## config.mk

```make
export PLATFORM = sky130hd
export DESIGN_NAME = cell_protection_state_logic
export DESIGN_NICKNAME = d
export VERILOG_FILES = /design/src/hdl/cell_prot_pkg.sv /design/src/hdl/hold_timer.sv /design/src/hdl/cell_protection_state_logic.sv
export SDC_FILE = /design/constraint.sdc
export NUM_CORES = 1
export LEC_CHECK = 0
export ABC_CLOCK_PERIOD_IN_PS = 2700
export BUFFER_PORTS_ARGS = -buffer_cell sky130_fd_sc_hd__clkbuf_2
export CORE_MARGIN = 2
export CORE_UTILIZATION = 46
export DETAILED_ROUTE_END_ITERATION = 6
export GPL_ROUTABILITY_DRIVEN = 0
export PLACE_DENSITY = 0.67
export SYNTH_ARGS = -nofsm -noshare
export SYNTH_HDL_FRONTEND = slang
export SYNTH_SLANG_ARGS = --single-unit
```

## constraint.sdc

```tcl
create_clock -name core_clk_in -period 2.7 [get_ports core_clk_in]
set_input_delay 0.54 -clock core_clk_in [delete_from_list [all_inputs] [get_ports core_clk_in]]
set_output_delay 0.54 -clock core_clk_in [all_outputs]
set_load 0.005 [all_outputs]
```

## src/hdl/cell_prot_pkg.sv

```systemverilog
package cell_prot_pkg;

  // ---------------------------------------------------------------
  // Timing figures
  // ---------------------------------------------------------------
  localparam int unsigned CLK_PERIOD_NS              = 10;
  // Typical release delay of the overcurrent state, in microseconds
  localparam int unsigned OVERCURRENT_RELEASE_US     = 9000;
  localparam int unsigned OVERCURRENT_RELEASE_CYCLES =
    (OVERCURRENT_RELEASE_US * 1000 + CLK_PERIOD_NS - 1) / CLK_PERIOD_NS;
  // Delays that are option codes; plain defaults in microseconds
  localparam int unsigned OVERCHARGE_DETECT_US       = 1000;
  localparam int unsigned OVERCHARGE_RELEASE_US      = 1000;
  localparam int unsigned OVERDISCHARGE_DETECT_US    = 1000;
  localparam int unsigned OVERDISCHARGE_RELEASE_US   = 1000;
  localparam int unsigned OVERCURRENT_ONE_US         = 1000;
  localparam int unsigned OVERCURRENT_TWO_US         = 100;
  localparam int unsigned OVERCHARGE_DETECT_CYCLES   =
    (OVERCHARGE_DETECT_US * 1000 + CLK_PERIOD_NS - 1) / CLK_PERIOD_NS;
  localparam int unsigned OVERCHARGE_RELEASE_CYCLES  =
    (OVERCHARGE_RELEASE_US * 1000 + CLK_PERIOD_NS - 1) / CLK_PERIOD_NS;
  localparam int unsigned OVERDISCHARGE_DETECT_CYCLES =
    (OVERDISCHARGE_DETECT_US * 1000 + CLK_PERIOD_NS - 1) / CLK_PERIOD_NS;
  localparam int unsigned OVERDISCHARGE_RELEASE_CYCLES =
    (OVERDISCHARGE_RELEASE_US * 1000 + CLK_PERIOD_NS - 1) / CLK_PERIOD_NS;
  localparam int unsigned OVERCURRENT_ONE_CYCLES     =
    (OVERCURRENT_ONE_US * 1000 + CLK_PERIOD_NS - 1) / CLK_PERIOD_NS;
  localparam int unsigned OVERCURRENT_TWO_CYCLES     =
    (OVERCURRENT_TWO_US * 1000 + CLK_PERIOD_NS - 1) / CLK_PERIOD_NS;

  // ---------------------------------------------------------------
  // Widths and reset values
  // ---------------------------------------------------------------
  localparam int unsigned TIMER_WIDTH = 24;
  localparam logic [TIMER_WIDTH-1:0] TIMER_RESET = 24'h000000;

  // ---------------------------------------------------------------
  // Types
  // ---------------------------------------------------------------
  typedef enum logic [1:0] {
    OC_AUTO_ONE = 2'b00,
    OC_AUTO_TWO = 2'b01,
    OC_LATCH    = 2'b10
  } oc_release_t;

  // Comparator results, raw; the state logic synchronises them
  typedef struct packed {
    logic above_overcharge_detect;    // Cell above overcharge_detect_level
    logic below_overcharge_release;   // Cell below overcharge_release_level
    logic below_overdischarge_detect; // Cell below overdischarge_detect_level
    logic above_overdischarge_release;// Cell above overdischarge_release_level
    logic sense_above_charger_release;// Sense node above charger_release_level
    logic sense_above_charger_detect; // Sense node above charger_detect_level
    logic sense_below_oc_release;     // Sense node below overcurrent_release_level
    logic above_oc_one;               // Shunt above overcurrent_level_one
    logic above_oc_two;               // Shunt above overcurrent_level_two
  } compare_t;

  // Option straps
  typedef struct packed {
    logic        overcharge_latch;
    logic        overdischarge_latch;
    logic        oc_two_enable;
    oc_release_t oc_release;
  } options_t;

  // Gate and sense-node drive
  typedef struct packed {
    logic charge_gate;
    logic discharge_gate;
    logic sense_pulldown;
    logic sense_pullup;
    logic standby;
  } drive_t;

endpackage

```

## src/hdl/hold_timer.sv

```systemverilog
`timescale 1ns/1ns
// Counts while a condition holds; fires once it has held the full delay.
module hold_timer #(
  parameter int unsigned WIDTH = 24
) (
  // Clock and reset
  input  wire logic             core_clk_in,
  input  wire logic             nrst_in,
  // Condition and delay
  input  wire logic             cond_in,
  input  wire logic [WIDTH-1:0] delay_in,
  // Result
  output logic                  expired_out
);

  typedef struct packed {
    logic [WIDTH-1:0] count;
    logic             expired;
  } timer_state_t;

  timer_state_t state;
  timer_state_t next_state;

  // Restart from zero as soon as the condition drops
  always_comb
  begin
    next_state = state;
    if (!cond_in)
    begin
      next_state.count   = '0;
      next_state.expired = 1'b0;
    end
    else if (state.count + WIDTH'(1) >= delay_in)
    begin
      next_state.expired = 1'b1;
    end
    else
    begin
      next_state.count = state.count + WIDTH'(1);
    end
  end

  always_ff @(posedge core_clk_in or negedge nrst_in)
  begin
    if (!nrst_in)
      state <= '0;
    else
      state <= next_state;
  end

  assign expired_out = state.expired;

endmodule

```

## src/hdl/cell_protection_state_logic.sv

```systemverilog
`timescale 1ns/1ns
module cell_protection_state_logic #(
  parameter int unsigned WIDTH                  = cell_prot_pkg::TIMER_WIDTH,
  parameter int unsigned OVERCHARGE_DETECT      = cell_prot_pkg::OVERCHARGE_DETECT_CYCLES,
  parameter int unsigned OVERCHARGE_RELEASE     = cell_prot_pkg::OVERCHARGE_RELEASE_CYCLES,
  parameter int unsigned OVERDISCHARGE_DETECT   = cell_prot_pkg::OVERDISCHARGE_DETECT_CYCLES,
  parameter int unsigned OVERDISCHARGE_RELEASE  = cell_prot_pkg::OVERDISCHARGE_RELEASE_CYCLES,
  parameter int unsigned OVERCURRENT_ONE        = cell_prot_pkg::OVERCURRENT_ONE_CYCLES,
  parameter int unsigned OVERCURRENT_TWO        = cell_prot_pkg::OVERCURRENT_TWO_CYCLES,
  parameter int unsigned OVERCURRENT_RELEASE    = cell_prot_pkg::OVERCURRENT_RELEASE_CYCLES
) (
  // Clock and reset
  input  wire logic                    core_clk_in,
  input  wire logic                    nrst_in,
  // Comparator results from the analog front end
  input  wire cell_prot_pkg::compare_t compare_in,
  // Option straps, static in use
  input  wire cell_prot_pkg::options_t options_in,
  // Gate and sense-node drive
  output logic                         charge_gate_out,
  output logic                         discharge_gate_out,
  output logic                         sense_pulldown_out,
  output logic                         sense_pullup_out,
  output logic                         standby_out,
  // State flags
  output logic                         overcharge_out,
  output logic                         overdischarge_out,
  output logic                         overcurrent_out
);

  // ---------------------------------------------------------------
  // Types and state
  // ---------------------------------------------------------------
  typedef enum logic [1:0] {
    DIS_NORMAL   = 2'b00,
    DIS_OVERDIS  = 2'b01,
    DIS_STANDBY  = 2'b10,
    DIS_OVERCUR  = 2'b11
  } dis_state_t;

  typedef struct packed {
    // Synchroniser stages
    cell_prot_pkg::compare_t meta;
    cell_prot_pkg::compare_t cmp;
    cell_prot_pkg::options_t opt_meta;
    cell_prot_pkg::options_t opt;
    // Fault states and registered drive
    logic                    overcharge;
    dis_state_t              dis;
    cell_prot_pkg::drive_t   drive;
    logic                    overcharge_flag;
    logic                    overdischarge_flag;
    logic                    overcurrent_flag;
  } top_state_t;

  top_state_t state;
  top_state_t next_state;

  // Timer conditions
  logic oc_detect_cond;
  logic oc_release_cond;
  logic od_detect_cond;
  logic od_release_cond;
  logic cur_one_cond;
  logic cur_two_cond;
  logic cur_release_cond;

  // Timer expiry
  logic oc_detect_done;
  logic oc_release_done;
  logic od_detect_done;
  logic od_release_done;
  logic cur_one_done;
  logic cur_two_done;
  logic cur_release_done;

  // ---------------------------------------------------------------
  // Helper functions
  // ---------------------------------------------------------------
  // Delay figure at timer width
  function automatic logic [WIDTH-1:0] to_delay(input int unsigned cycles);
    to_delay = WIDTH'(cycles);
  endfunction

  // Both overdischarge states share release and flag
  function automatic logic is_overdischarged(input dis_state_t dis);
    is_overdischarged = (dis == DIS_OVERDIS) || (dis == DIS_STANDBY);
  endfunction

  // Latched overcurrent release waits for a charger
  function automatic logic oc_latched(input cell_prot_pkg::options_t opt);
    oc_latched = (opt.oc_release == cell_prot_pkg::OC_LATCH);
  endfunction

  // ---------------------------------------------------------------
  // Timer conditions
  // ---------------------------------------------------------------
  // Conditions read only the second synchroniser stage
  always_comb
  begin
    // Detect timer idles while overcharged
    oc_detect_cond  = !state.overcharge && state.cmp.above_overcharge_detect;
    // Latched release accepts only the charger-removed combination
    oc_release_cond = state.overcharge &&
                      ((state.cmp.sense_above_charger_release && !state.cmp.above_overcharge_detect) ||
                       (!state.opt.overcharge_latch && !state.cmp.sense_above_charger_release &&
                        state.cmp.below_overcharge_release));

    // Discharge faults are only detected from the normal state
    od_detect_cond  = (state.dis == DIS_NORMAL) && state.cmp.below_overdischarge_detect;
    // Release is also counted from standby
    od_release_cond = is_overdischarged(state.dis) &&
                      ((!state.cmp.sense_above_charger_detect && !state.cmp.below_overdischarge_detect) ||
                       (!state.opt.overdischarge_latch && state.cmp.sense_above_charger_detect &&
                        state.cmp.above_overdischarge_release));

    // Two overcurrent levels, each with its own delay
    cur_one_cond    = (state.dis == DIS_NORMAL) && state.cmp.above_oc_one;
    cur_two_cond    = (state.dis == DIS_NORMAL) && state.opt.oc_two_enable &&
                      state.cmp.above_oc_two;
    // Same node level for all release options; only the pull differs
    cur_release_cond = (state.dis == DIS_OVERCUR) && state.cmp.sense_below_oc_release;
  end

  // ---------------------------------------------------------------
  // Delay timers
  // ---------------------------------------------------------------
  // A dropped condition restarts a timer, so noise never accumulates
  // Overcharge entry
  hold_timer #(.WIDTH(WIDTH)) oc_detect_timer (
    .core_clk_in (core_clk_in),
    .nrst_in     (nrst_in),
    .cond_in     (oc_detect_cond),
    .delay_in    (to_delay(OVERCHARGE_DETECT)),
    .expired_out (oc_detect_done)
  );

  // Overcharge release
  hold_timer #(.WIDTH(WIDTH)) oc_release_timer (
    .core_clk_in (core_clk_in),
    .nrst_in     (nrst_in),
    .cond_in     (oc_release_cond),
    .delay_in    (to_delay(OVERCHARGE_RELEASE)),
    .expired_out (oc_release_done)
  );

  // Overdischarge entry
  hold_timer #(.WIDTH(WIDTH)) od_detect_timer (
    .core_clk_in (core_clk_in),
    .nrst_in     (nrst_in),
    .cond_in     (od_detect_cond),
    .delay_in    (to_delay(OVERDISCHARGE_DETECT)),
    .expired_out (od_detect_done)
  );

  // Overdischarge release, from either state
  hold_timer #(.WIDTH(WIDTH)) od_release_timer (
    .core_clk_in (core_clk_in),
    .nrst_in     (nrst_in),
    .cond_in     (od_release_cond),
    .delay_in    (to_delay(OVERDISCHARGE_RELEASE)),
    .expired_out (od_release_done)
  );

  // Overcurrent level one
  hold_timer #(.WIDTH(WIDTH)) cur_one_timer (
    .core_clk_in (core_clk_in),
    .nrst_in     (nrst_in),
    .cond_in     (cur_one_cond),
    .delay_in    (to_delay(OVERCURRENT_ONE)),
    .expired_out (cur_one_done)
  );

  // Overcurrent level two, idle unless enabled
  hold_timer #(.WIDTH(WIDTH)) cur_two_timer (
    .core_clk_in (core_clk_in),
    .nrst_in     (nrst_in),
    .cond_in     (cur_two_cond),
    .delay_in    (to_delay(OVERCURRENT_TWO)),
    .expired_out (cur_two_done)
  );

  // Overcurrent release, shared by all options
  hold_timer #(.WIDTH(WIDTH)) cur_release_timer (
    .core_clk_in (core_clk_in),
    .nrst_in     (nrst_in),
    .cond_in     (cur_release_cond),
    .delay_in    (to_delay(OVERCURRENT_RELEASE)),
    .expired_out (cur_release_done)
  );

  // ---------------------------------------------------------------
  // State machines and drive
  // ---------------------------------------------------------------
  // Overdischarge has priority over overcurrent in the same cycle,
  // since a collapsing cell also stops any load current
  always_comb
  begin
    next_state      = state;
    // Two-stage synchronisers for comparators and straps
    next_state.meta     = compare_in;
    next_state.cmp      = state.meta;
    // Straps are meant to be static; a change mid-fault is not handled
    next_state.opt_meta = options_in;
    next_state.opt      = state.opt_meta;

    // Charge side
    if (!state.overcharge && oc_detect_done)
      next_state.overcharge = 1'b1;
    else if (state.overcharge && oc_release_done)
      next_state.overcharge = 1'b0;

    // Discharge side
    case (state.dis)
      // Overdischarge wins a tie with overcurrent
      DIS_NORMAL:
      begin
        if (od_detect_done)
          next_state.dis = DIS_OVERDIS;
        else if (cur_one_done || cur_two_done)
          next_state.dis = DIS_OVERCUR;
      end
      // Standby follows a charger at once, with no delay
      DIS_OVERDIS:
      begin
        if (od_release_done)
          next_state.dis = DIS_NORMAL;
        else if (state.cmp.sense_above_charger_detect)
          next_state.dis = DIS_STANDBY;
      end
      // Standby leaves only through the release timer
      DIS_STANDBY:
      begin
        if (od_release_done)
          next_state.dis = DIS_NORMAL;
      end
      // Same release path for auto and latched options
      DIS_OVERCUR:
      begin
        if (cur_release_done)
          next_state.dis = DIS_NORMAL;
      end
      default:
        next_state.dis = DIS_NORMAL;
    endcase

    // Gates are high when on; low turns the external switch off
    next_state.drive.charge_gate    = !next_state.overcharge;
    next_state.drive.discharge_gate = (next_state.dis == DIS_NORMAL);
    // Standby only signals; the low-power switch sits outside
    next_state.drive.standby        = (next_state.dis == DIS_STANDBY);
    // Pull-down only for auto release; latch waits for a charger
    next_state.drive.sense_pulldown = (next_state.dis == DIS_OVERCUR) &&
                                      !oc_latched(state.opt);
    next_state.drive.sense_pullup   = (next_state.dis == DIS_OVERCUR) &&
                                      oc_latched(state.opt);

    // Flags follow the next state, so they move with the gates
    next_state.overcharge_flag    = next_state.overcharge;
    next_state.overdischarge_flag = is_overdischarged(next_state.dis);
    next_state.overcurrent_flag   = (next_state.dis == DIS_OVERCUR);
  end

  // Reset: gates on, no pulls, all fault states clear
  // Straps read as auto release until the synchroniser fills
  always_ff @(posedge core_clk_in or negedge nrst_in)
  begin
    if (!nrst_in)
    begin
      state                      <= '0;
      state.drive.charge_gate    <= 1'b1;
      state.drive.discharge_gate <= 1'b1;
    end
    else
    begin
      state <= next_state;
    end
  end

  // ---------------------------------------------------------------
  // Outputs straight from flip-flops
  // ---------------------------------------------------------------
  assign charge_gate_out    = state.drive.charge_gate;
  assign discharge_gate_out = state.drive.discharge_gate;
  assign sense_pulldown_out = state.drive.sense_pulldown;
  assign sense_pullup_out   = state.drive.sense_pullup;
  assign standby_out        = state.drive.standby;
  assign overcharge_out     = state.overcharge_flag;
  assign overdischarge_out  = state.overdischarge_flag;
  assign overcurrent_out    = state.overcurrent_flag;

endmodule

```

==> insert_results.sql, run 1 <==
INSERT INTO impl_metrics (metric_group, metric, value, unit) VALUES
('logic_synthesis', 'ys.warnings.count', '0', ''),
('clock_tree', 'clk_transition_reported_paths', '0.06', 'ns'),
('critical_path', 'worstPathArrival', '3.20', 'ns'),
('route', 'vias', '10900', ''),
('sta', 'timing.final.crit_share', '1.03', ''),
('logic_synthesis', 'synthDominantCellAreaShare', '0.437', ''),
('clock_tree', 'clk_latency', '0.52', 'ns'),
('critical_path', 'r2r_depth', '9', ''),
('clock_tree', 'cts_tree', 'done', ''),
('die', 'placeableCoreArea', '25900', 'um^2'),
('logic_synthesis', 'post_synth_most_frequent_cells', 'dfrtp_1 (211), nand2_1 (97), nor2_1 (88)', ''),
('placement', 'numPortBuffers', '23', ''),
('global_route', 'wire_length_of_the_first_global_routing_pass', '48000', 'um'),
('hold_path', 'hold_endpoint', 'next_state[15]', ''),
('logic_synthesis', 'synth.area.top_cells', 'dfrtp_1 (44%), and3_1 (4.2%), nand2_1 (3.0%)', ''),
('logic_synthesis', 'synth_edf_count', '0', ''),
('power', 'p_sw_frac', '0.214', ''),
('logic_synthesis', 'synth_fp_nets', '1333', ''),
('logic_synthesis', 'synth_area', '12100', 'um^2'),
('power', 'cellLeakagePower', '6.74', 'nW'),
('sta', 'timing.final.setup_violations', '10', ''),
('route', 'routed_wl', '29000', 'um'),
('placement', 'dpl_worst_slack', '-0.101', 'ns'),
('logic_synthesis', 'async_flop_share', '1.00', ''),
('route', 'drt-pass1-iter-count', '6', ''),
('clock_tree', 'numClockSinks', '213', ''),
('sta', 'tightest_slew', '0.940', 'ns'),
('global_route', 'antenna_found_initial', '1', ''),
('hold_path', 'timing.hold.worst.start', 'options_in[4]', ''),
('placement', 'dpl-instance-area', '13800', 'um^2'),
('sta', 'tns', '-0.384', 'ns'),
('critical_path', 'r2r_setup_slack', '-0.08', 'ns'),
('sta', 'rsz_0062_raised_after_global_routing', 'yes', ''),
('logic_synthesis', 'synth_area_leader', 'dfrtp_1', ''),
('sta', 'slew-limit-headroom', '0.372', ''),
('power', 'vdd.ir_drop.worst', '0.449', 'mV'),
('clock_tree', 'cts_buffers', '25', ''),
('route', 'vias_per_cell', '5.85', ''),
('status', 'failed_checks', 'setup timing', ''),
('layout', 'layout-drive-gt1-share', '0.279', ''),
('hold_path', 'holdCritPathClass', 'in -> reg', ''),
('layout', 'area_delta_synth_final', '29.3', '%'),
('sta', 'worst_slack', '-0.0759', 'ns'),
('logic_synthesis', 'most_frequent_cell_after_synthesis', 'dfrtp_1', ''),
('power', 'intPower', '5.45', 'mW'),
('hold_path', 'hold_depth', '1', ''),
('layout', 'design_area', '15600', 'um^2'),
('critical_path', 'reg2reg_to', 'cur_release_timer.state[11]', ''),
('die', 'dieArea', '27600', 'um^2'),
('sta', 'layout_min_cycle_time', '2.78', 'ns'),
('power', 'power', '6.93', 'mW'),
('critical_path', 'crit_path_max_fanout', '8', ''),
('sta', 'drv_slew', '0', ''),
('power', 'net-switching-power', '1.48', 'mW'),
('status', 'status', 'finished, violations left', ''),
('sta', 'clock.fmax', '0.360', 'GHz'),
('power', 'sequentialPowerShare', '0.469', ''),
('global_route', 'gr-usage-all-layers', '0.200', ''),
('clock_tree', 'clock_tree.htree_level_count', '1', ''),
('die', 'floorplan.die.height', '166', 'um'),
('route', 'post-route-drc-count', '0', ''),
('power', 'p_clk_frac', '0.504', ''),
('critical_path', 'critical_path.reg2reg.startpoint', 'cur_release_timer.state[14]', ''),
('global_route', 'grt_pass1_vias', '10300', ''),
('logic_synthesis', 'synth-seq-area-share', '0.442', ''),
('critical_path', 'critical_path_required', '3.13', 'ns'),
('die', 'floorplan.initialDensity', '0.466', ''),
('die', 'ios', '24', ''),
('route', 'wire_per_inst', '15.7', 'um'),
('run', 'max-cap-violations', '0', ''),
('die', 'number_of_rows_created_at_floorplan', '59', '');
-- worst max path at each step --
stage                                 from                           to  slack (ns)  cells after the start
3_5_place_dp     od_release_timer.state[4]    od_release_timer.state[2]       -0.10                     10
2_1_floorplan       cur_one_timer.state[1]       cur_one_timer.state[7]       -0.02                      9
3_3_place_gp     od_release_timer.state[3]    od_release_timer.state[2]       -0.03                     10
5_1_grt             cur_two_timer.state[1]       cur_two_timer.state[6]       -0.18                     10
4_1_cts             cur_two_timer.state[9]       cur_two_timer.state[6]       -0.03                      9
6_report       cur_release_timer.state[14]  cur_release_timer.state[11]       -0.08                      9
-- flip-flops by register name, summed over array words and instances, names as in the netlist, 14 cells and up --
signal                   flops
cur_one_timer.state         24
cur_release_timer.state     24
cur_two_timer.state         24
next_state                  14
oc_detect_timer.state       24
oc_release_timer.state      24
od_detect_timer.state       24
od_release_timer.state      24
state                       16
-- layer usage --
layer,up-vias,track usage,share of wire
li1,5311,-,-
met1,5314,0.278,0.47
met2,187,0.328,0.48
met3,41,0.0293,0.034
met4,2,0.0522,0.017
met5,-,0,0.00045
-- cells in the final DEF, fill, tap and decap left out, drive strengths merged, types with 24 or more instances in the layout --
master,Yosys,routed
buf,13,212
nor2,88,88
xnor2,24,24
clkbuf,52,57
nor4,30,30
nor3,40,40
nand3,71,71
or3,33,33
dfrtp,211,211
nand4,49,49
xor2,25,25
and3,81,81
o31ai,30,30
inv,32,34
nand2,97,97
o21ai,55,55
or4,37,37
and2,24,24
a21oi,66,66
-- critical path: stages (launching register included) --
cell      delay (ns)
dfrtp_1         0.44
nand4_1         0.17
or4_4           0.49
o221ai_4        0.18
a211oi_4        0.07
o41ai_4         0.43
o21ai_4         0.16
buf_12          0.17
or4_4           0.42
a21oi_2         0.14
-- repair_timing --
item / CTS / global route
hold endpoints to repair: 6 / 0
hold buffers: 1 / 0
buffers inserted: 4 / 25
resized for setup: 18 / 144
gates cloned: 0 / 4
pin swaps: 8 / 59
endpoints found under the setup margin: 40 / 126
-- per-stage QoR --
| step | instances | util | hold slack (ns) |
|---|---|---|---|
| 6_report | 1854 | 0.603 | 0.126 |
| 2_1_floorplan | 1302 | - | 0.244 |
| 3_5_place_dp | 1776 | 0.533 | 0.335 |
| 3_3_place_gp | 1776 | 0.533 | 0.333 |
| 5_1_grt | 1854 | 0.603 | 0.101 |
| 4_1_cts | 1826 | 0.571 | 0.107 |
-- kinds of logic after synthesis --
kind of cell / Yosys count / synth area share
AND/OR/NAND/NOR: 624 / 0.295
XOR/XNOR: 49 / 0.0355
flip-flops: 213 / 0.442
AO/OA/AOI/OAI: 282 / 0.161
adder cells (fa/ha/maj): 15 / 0.0155
buffers and inverters: 97 / 0.0326
multiplexers: 22 / 0.0183
-- power by group through the flow --
stage | Sequential, mW | Combinational [mW] | Clock, mW
finish | 3.25 | 0.187 | 3.50
global route | 3.25 | 0.217 | 3.73
detailed placement | 3.30 | 0.180 | 0
CTS | 3.25 | 0.183 | 3.59
floorplan | 3.30 | 0.0524 | 0
global placement | 3.30 | 0.176 | 0
-- final cells by class --
cell class | count | area, um^2
clock buffer | 33 | 716
clock inverter | 12 | 158
fill | 2185 | 10300
inverter | 32 | 120
multi-input combinational | 992 | 6980
sequential | 213 | 5340
tap | 335 | 419
timing repair buffer | 237 | 1890
(Power assumes the default switching activity.)
==> run 2, diff against run 1 <==
ABC_CLOCK_PERIOD_IN_PS = 2720   (was 2700)
CTS_CLUSTER_SIZE = 28   (was default)
PLACE_DENSITY = 0.65   (was 0.67)
clock period = 2.72 ns   (was 2.7 ns; I/O delays follow)
==> run 2 against run 1 <==
The flow still finishes with violations (setup timing). Core utilization decreased by 0.29 points. Final area decreased by 0.48%. Non-clock buffer count decreased by 2. Critical path type unchanged. Sequential share of layout area increased by 0.24 points. Register-to-register slack improved by 0.06 ns.
==> insert_results.sql, run 2 (synthesis gave the netlist of run 1 again) <==
INSERT INTO impl_metrics (metric_group, metric, value, unit) VALUES
('sta', 'slew-limit-headroom', '0.236', ''),
('global_route', 'antenna_found_initial', '0', ''),
('critical_path', 'r2r_depth', '9', ''),
('critical_path', 'worstPathArrival', '3.16', 'ns'),
('critical_path', 'timing.critical_path.to_type', 'flop', ''),
('clock_tree', 'clk_latency', '0.52', 'ns'),
('critical_path', 'crit_path_start_kind', 'flop', ''),
('die', 'floorplan.die.height', '166', 'um'),
('run', 'max-cap-violations', '0', ''),
('global_route', 'pin_count_of_the_biggest_net_entering_global_routing', '61', ''),
('clock_tree', 'cts_tree', 'done', ''),
('power', 'cellPowerDensity', '453', 'nW/um^2'),
('route', 'wire_per_inst', '15.7', 'um'),
('power', 'cellLeakagePower', '6.70', 'nW'),
('clock_tree', 'clock_tree.htree_level_count', '1', ''),
('clock_tree', 'numClockSinks', '213', ''),
('route', 'post-route-drc-count', '0', ''),
('sta', 'drv_slew', '0', ''),
('clock_tree', 'ctsRootBufferMaster', 'clkbuf_16', ''),
('die', 'dieArea', '27600', 'um^2'),
('sta', 'finClkSkew', '0.00850', 'ns'),
('placement', 'dpl-instance-area', '13800', 'um^2'),
('critical_path', 'reg2reg_to', 'cur_release_timer.state[14]', ''),
('sta', 'timing.final.crit_share', '1.00', ''),
('global_route', 'globalRouteOverflowTotal', '0', ''),
('die', 'placeableCoreArea', '25900', 'um^2'),
('hold_path', 'timing.hold.worst.start', 'compare_in[6]', ''),
('critical_path', 'critical_path.reg2reg.startpoint', 'cur_release_timer.state[14]', ''),
('clock_tree', 'cts_buffer_depth', '3', ''),
('placement', 'numPortBuffers', '23', ''),
('hold_path', 'hold_depth', '1', ''),
('route', 'drt_iter0_drcs', '644', ''),
('layout', 'area_delta_synth_final', '28.7', '%'),
('placement', 'place.detailed.hpwl', '19600', 'um'),
('hold_path', 'holdCritPathClass', 'in -> reg', ''),
('critical_path', 'cp-startpoint', 'cur_release_timer.state[14]', ''),
('die', 'die_w', '166', 'um'),
('sta', 'worst_slack', '-0.0116', 'ns'),
('die', 'number_of_rows_created_at_floorplan', '59', ''),
('route', 'drtAntennaViolNets', '0', ''),
('layout', 'layout-drive-gt1-share', '0.272', ''),
('die', 'ios', '24', ''),
('sta', 'rsz_0062_raised_after_global_routing', 'yes', ''),
('global_route', 'grt_pass1_vias', '10100', ''),
('sta', 'hold_viol', '0', ''),
('sta', 'timing.final.setup_violations', '3', ''),
('sta', 'layout_min_cycle_time', '2.73', 'ns'),
('hold_path', 'hold_endpoint', 'next_state[27]', ''),
('sta', 'tightest_slew', '1.13', 'ns'),
('status', 'status', 'finished, violations left', ''),
('layout', 'design_area', '15500', 'um^2'),
('route', 'vias', '10900', ''),
('clock_tree', 'clk_transition_reported_paths', '0.06', 'ns'),
('critical_path', 'critPathKind', 'reg -> reg', ''),
('layout', 'layoutNonFillerInstCount', '1851', ''),
('route', 'routed_wl', '29100', 'um'),
('critical_path', 'critical_path_required', '3.15', 'ns'),
('status', 'failed_checks', 'setup timing', ''),
('sta', 'clock.fmax', '0.366', 'GHz'),
('critical_path', 'crit_path_max_fanout', '17', ''),
('global_route', 'gr-usage-all-layers', '0.202', ''),
('route', 'vias_per_cell', '5.90', ''),
('layout', 'finalCoreUtilization', '0.600', ''),
('route', 'drt-pass1-iter-count', '5', ''),
('layout', 'diodes', '0', ''),
('placement', 'dp_cells', '1775', ''),
('global_route', 'wire_length_of_the_first_global_routing_pass', '48200', 'um'),
('clock_tree', 'cts_buffers', '24', ''),
('die', 'floorplan.initialDensity', '0.466', ''),
('power', 'vdd.ir_drop.worst', '0.514', 'mV'),
('layout', 'final_net_count', '1529', ''),
('critical_path', 'r2r_setup_slack', '-0.01', 'ns'),
('layout', 'mostFrequentLayoutCell', 'dfrtp_1', ''),
('layout', 'layout.cells.most_common_list', 'dfrtp_1 (199), buf_4 (188), nand2_1 (95), nor2_1 (85), and3_1 (80)', '');
[run 2: changes by cell type in the layout (fill, tap and decap cells not counted), sizes merged]
cell	change
clkinvlp	+2
bufinv	+3
clkbuf	-6
buf	-1
clkinv	-1
[run 2: stage by stage]
stage	worst slack (ns)	setup TNS [ns]	power (mW)	hold slack (ns)
floorplan	-0.0254	-0.0254	3.33	0.248
global placement	-0.0316	-0.0491	3.45	0.334
detailed placement	-0.0844	-0.820	3.45	0.335
CTS	0.00874	0	7.11	0.118
global route	-0.114	-2.00	7.29	0.112
finish	-0.0116	-0.0251	7.04	0.134
[run 2: layer usage]
layer | vias up | share of wire | GRT usage
li1 | 5307 | - | -
met1 | 5391 | 0.48 | 0.290
met2 | 184 | 0.47 | 0.332
met3 | 32 | 0.036 | 0.0250
met4 | 0 | 0.012 | 0.0382
met5 | - | 0 | 0
[run 2: worst max-delay path, cell delays in order (launching register included)]
cell	delay (ns)
dfrtp_1	0.39
nand4_1	0.13
or4_4	0.55
o221ai_2	0.18
a211oi_2	0.09
o41ai_4	0.45
o21ai_4	0.13
buf_12	0.17
or4_1	0.39
a21oi_1	0.15
[run 2: area by class of cell]
type | instances | area [um^2]
clock buffer | 28 | 647
timing repair buffer | 235 | 1830
inverter | 32 | 120
multi-input combinational | 992 | 6930
fill | 2164 | 10400
sequential | 213 | 5350
tap | 335 | 419
clock inverter | 16 | 254
[run 2: how the worst max path moves through the flow]
stage	to	slack, ns	depth (start not counted)
6_report	cur_release_timer.state[14]	-0.01	9
5_1_grt	cur_two_timer.state[6]	-0.11	10
4_1_cts	cur_release_timer.state[18]	0.009	8
3_5_place_dp	cur_release_timer.state[18]	-0.08	10
3_3_place_gp	oc_detect_timer.state[1]	-0.03	11
2_1_floorplan	cur_one_timer.state[7]	-0.03	9
[run 2: power by group]
| group | switching [mW] | internal (mW) | total (mW) |
|---|---|---|---|
| registers | 0.0245 | 3.20 | 3.23 |
| logic | 0.119 | 0.0511 | 0.170 |
| clock network | 1.35 | 2.29 | 3.64 |
[run 2: what timing repair did]
item                                   in CTS  in global routing
buffers inserted                            4                 23
pin swaps                                   5                 60
hold buffers                                1                  0
gates cloned                                0                  4
gates resized for setup                    12                132
setup endpoints to repair                  47                110
endpoints found under the hold margin      56                  0
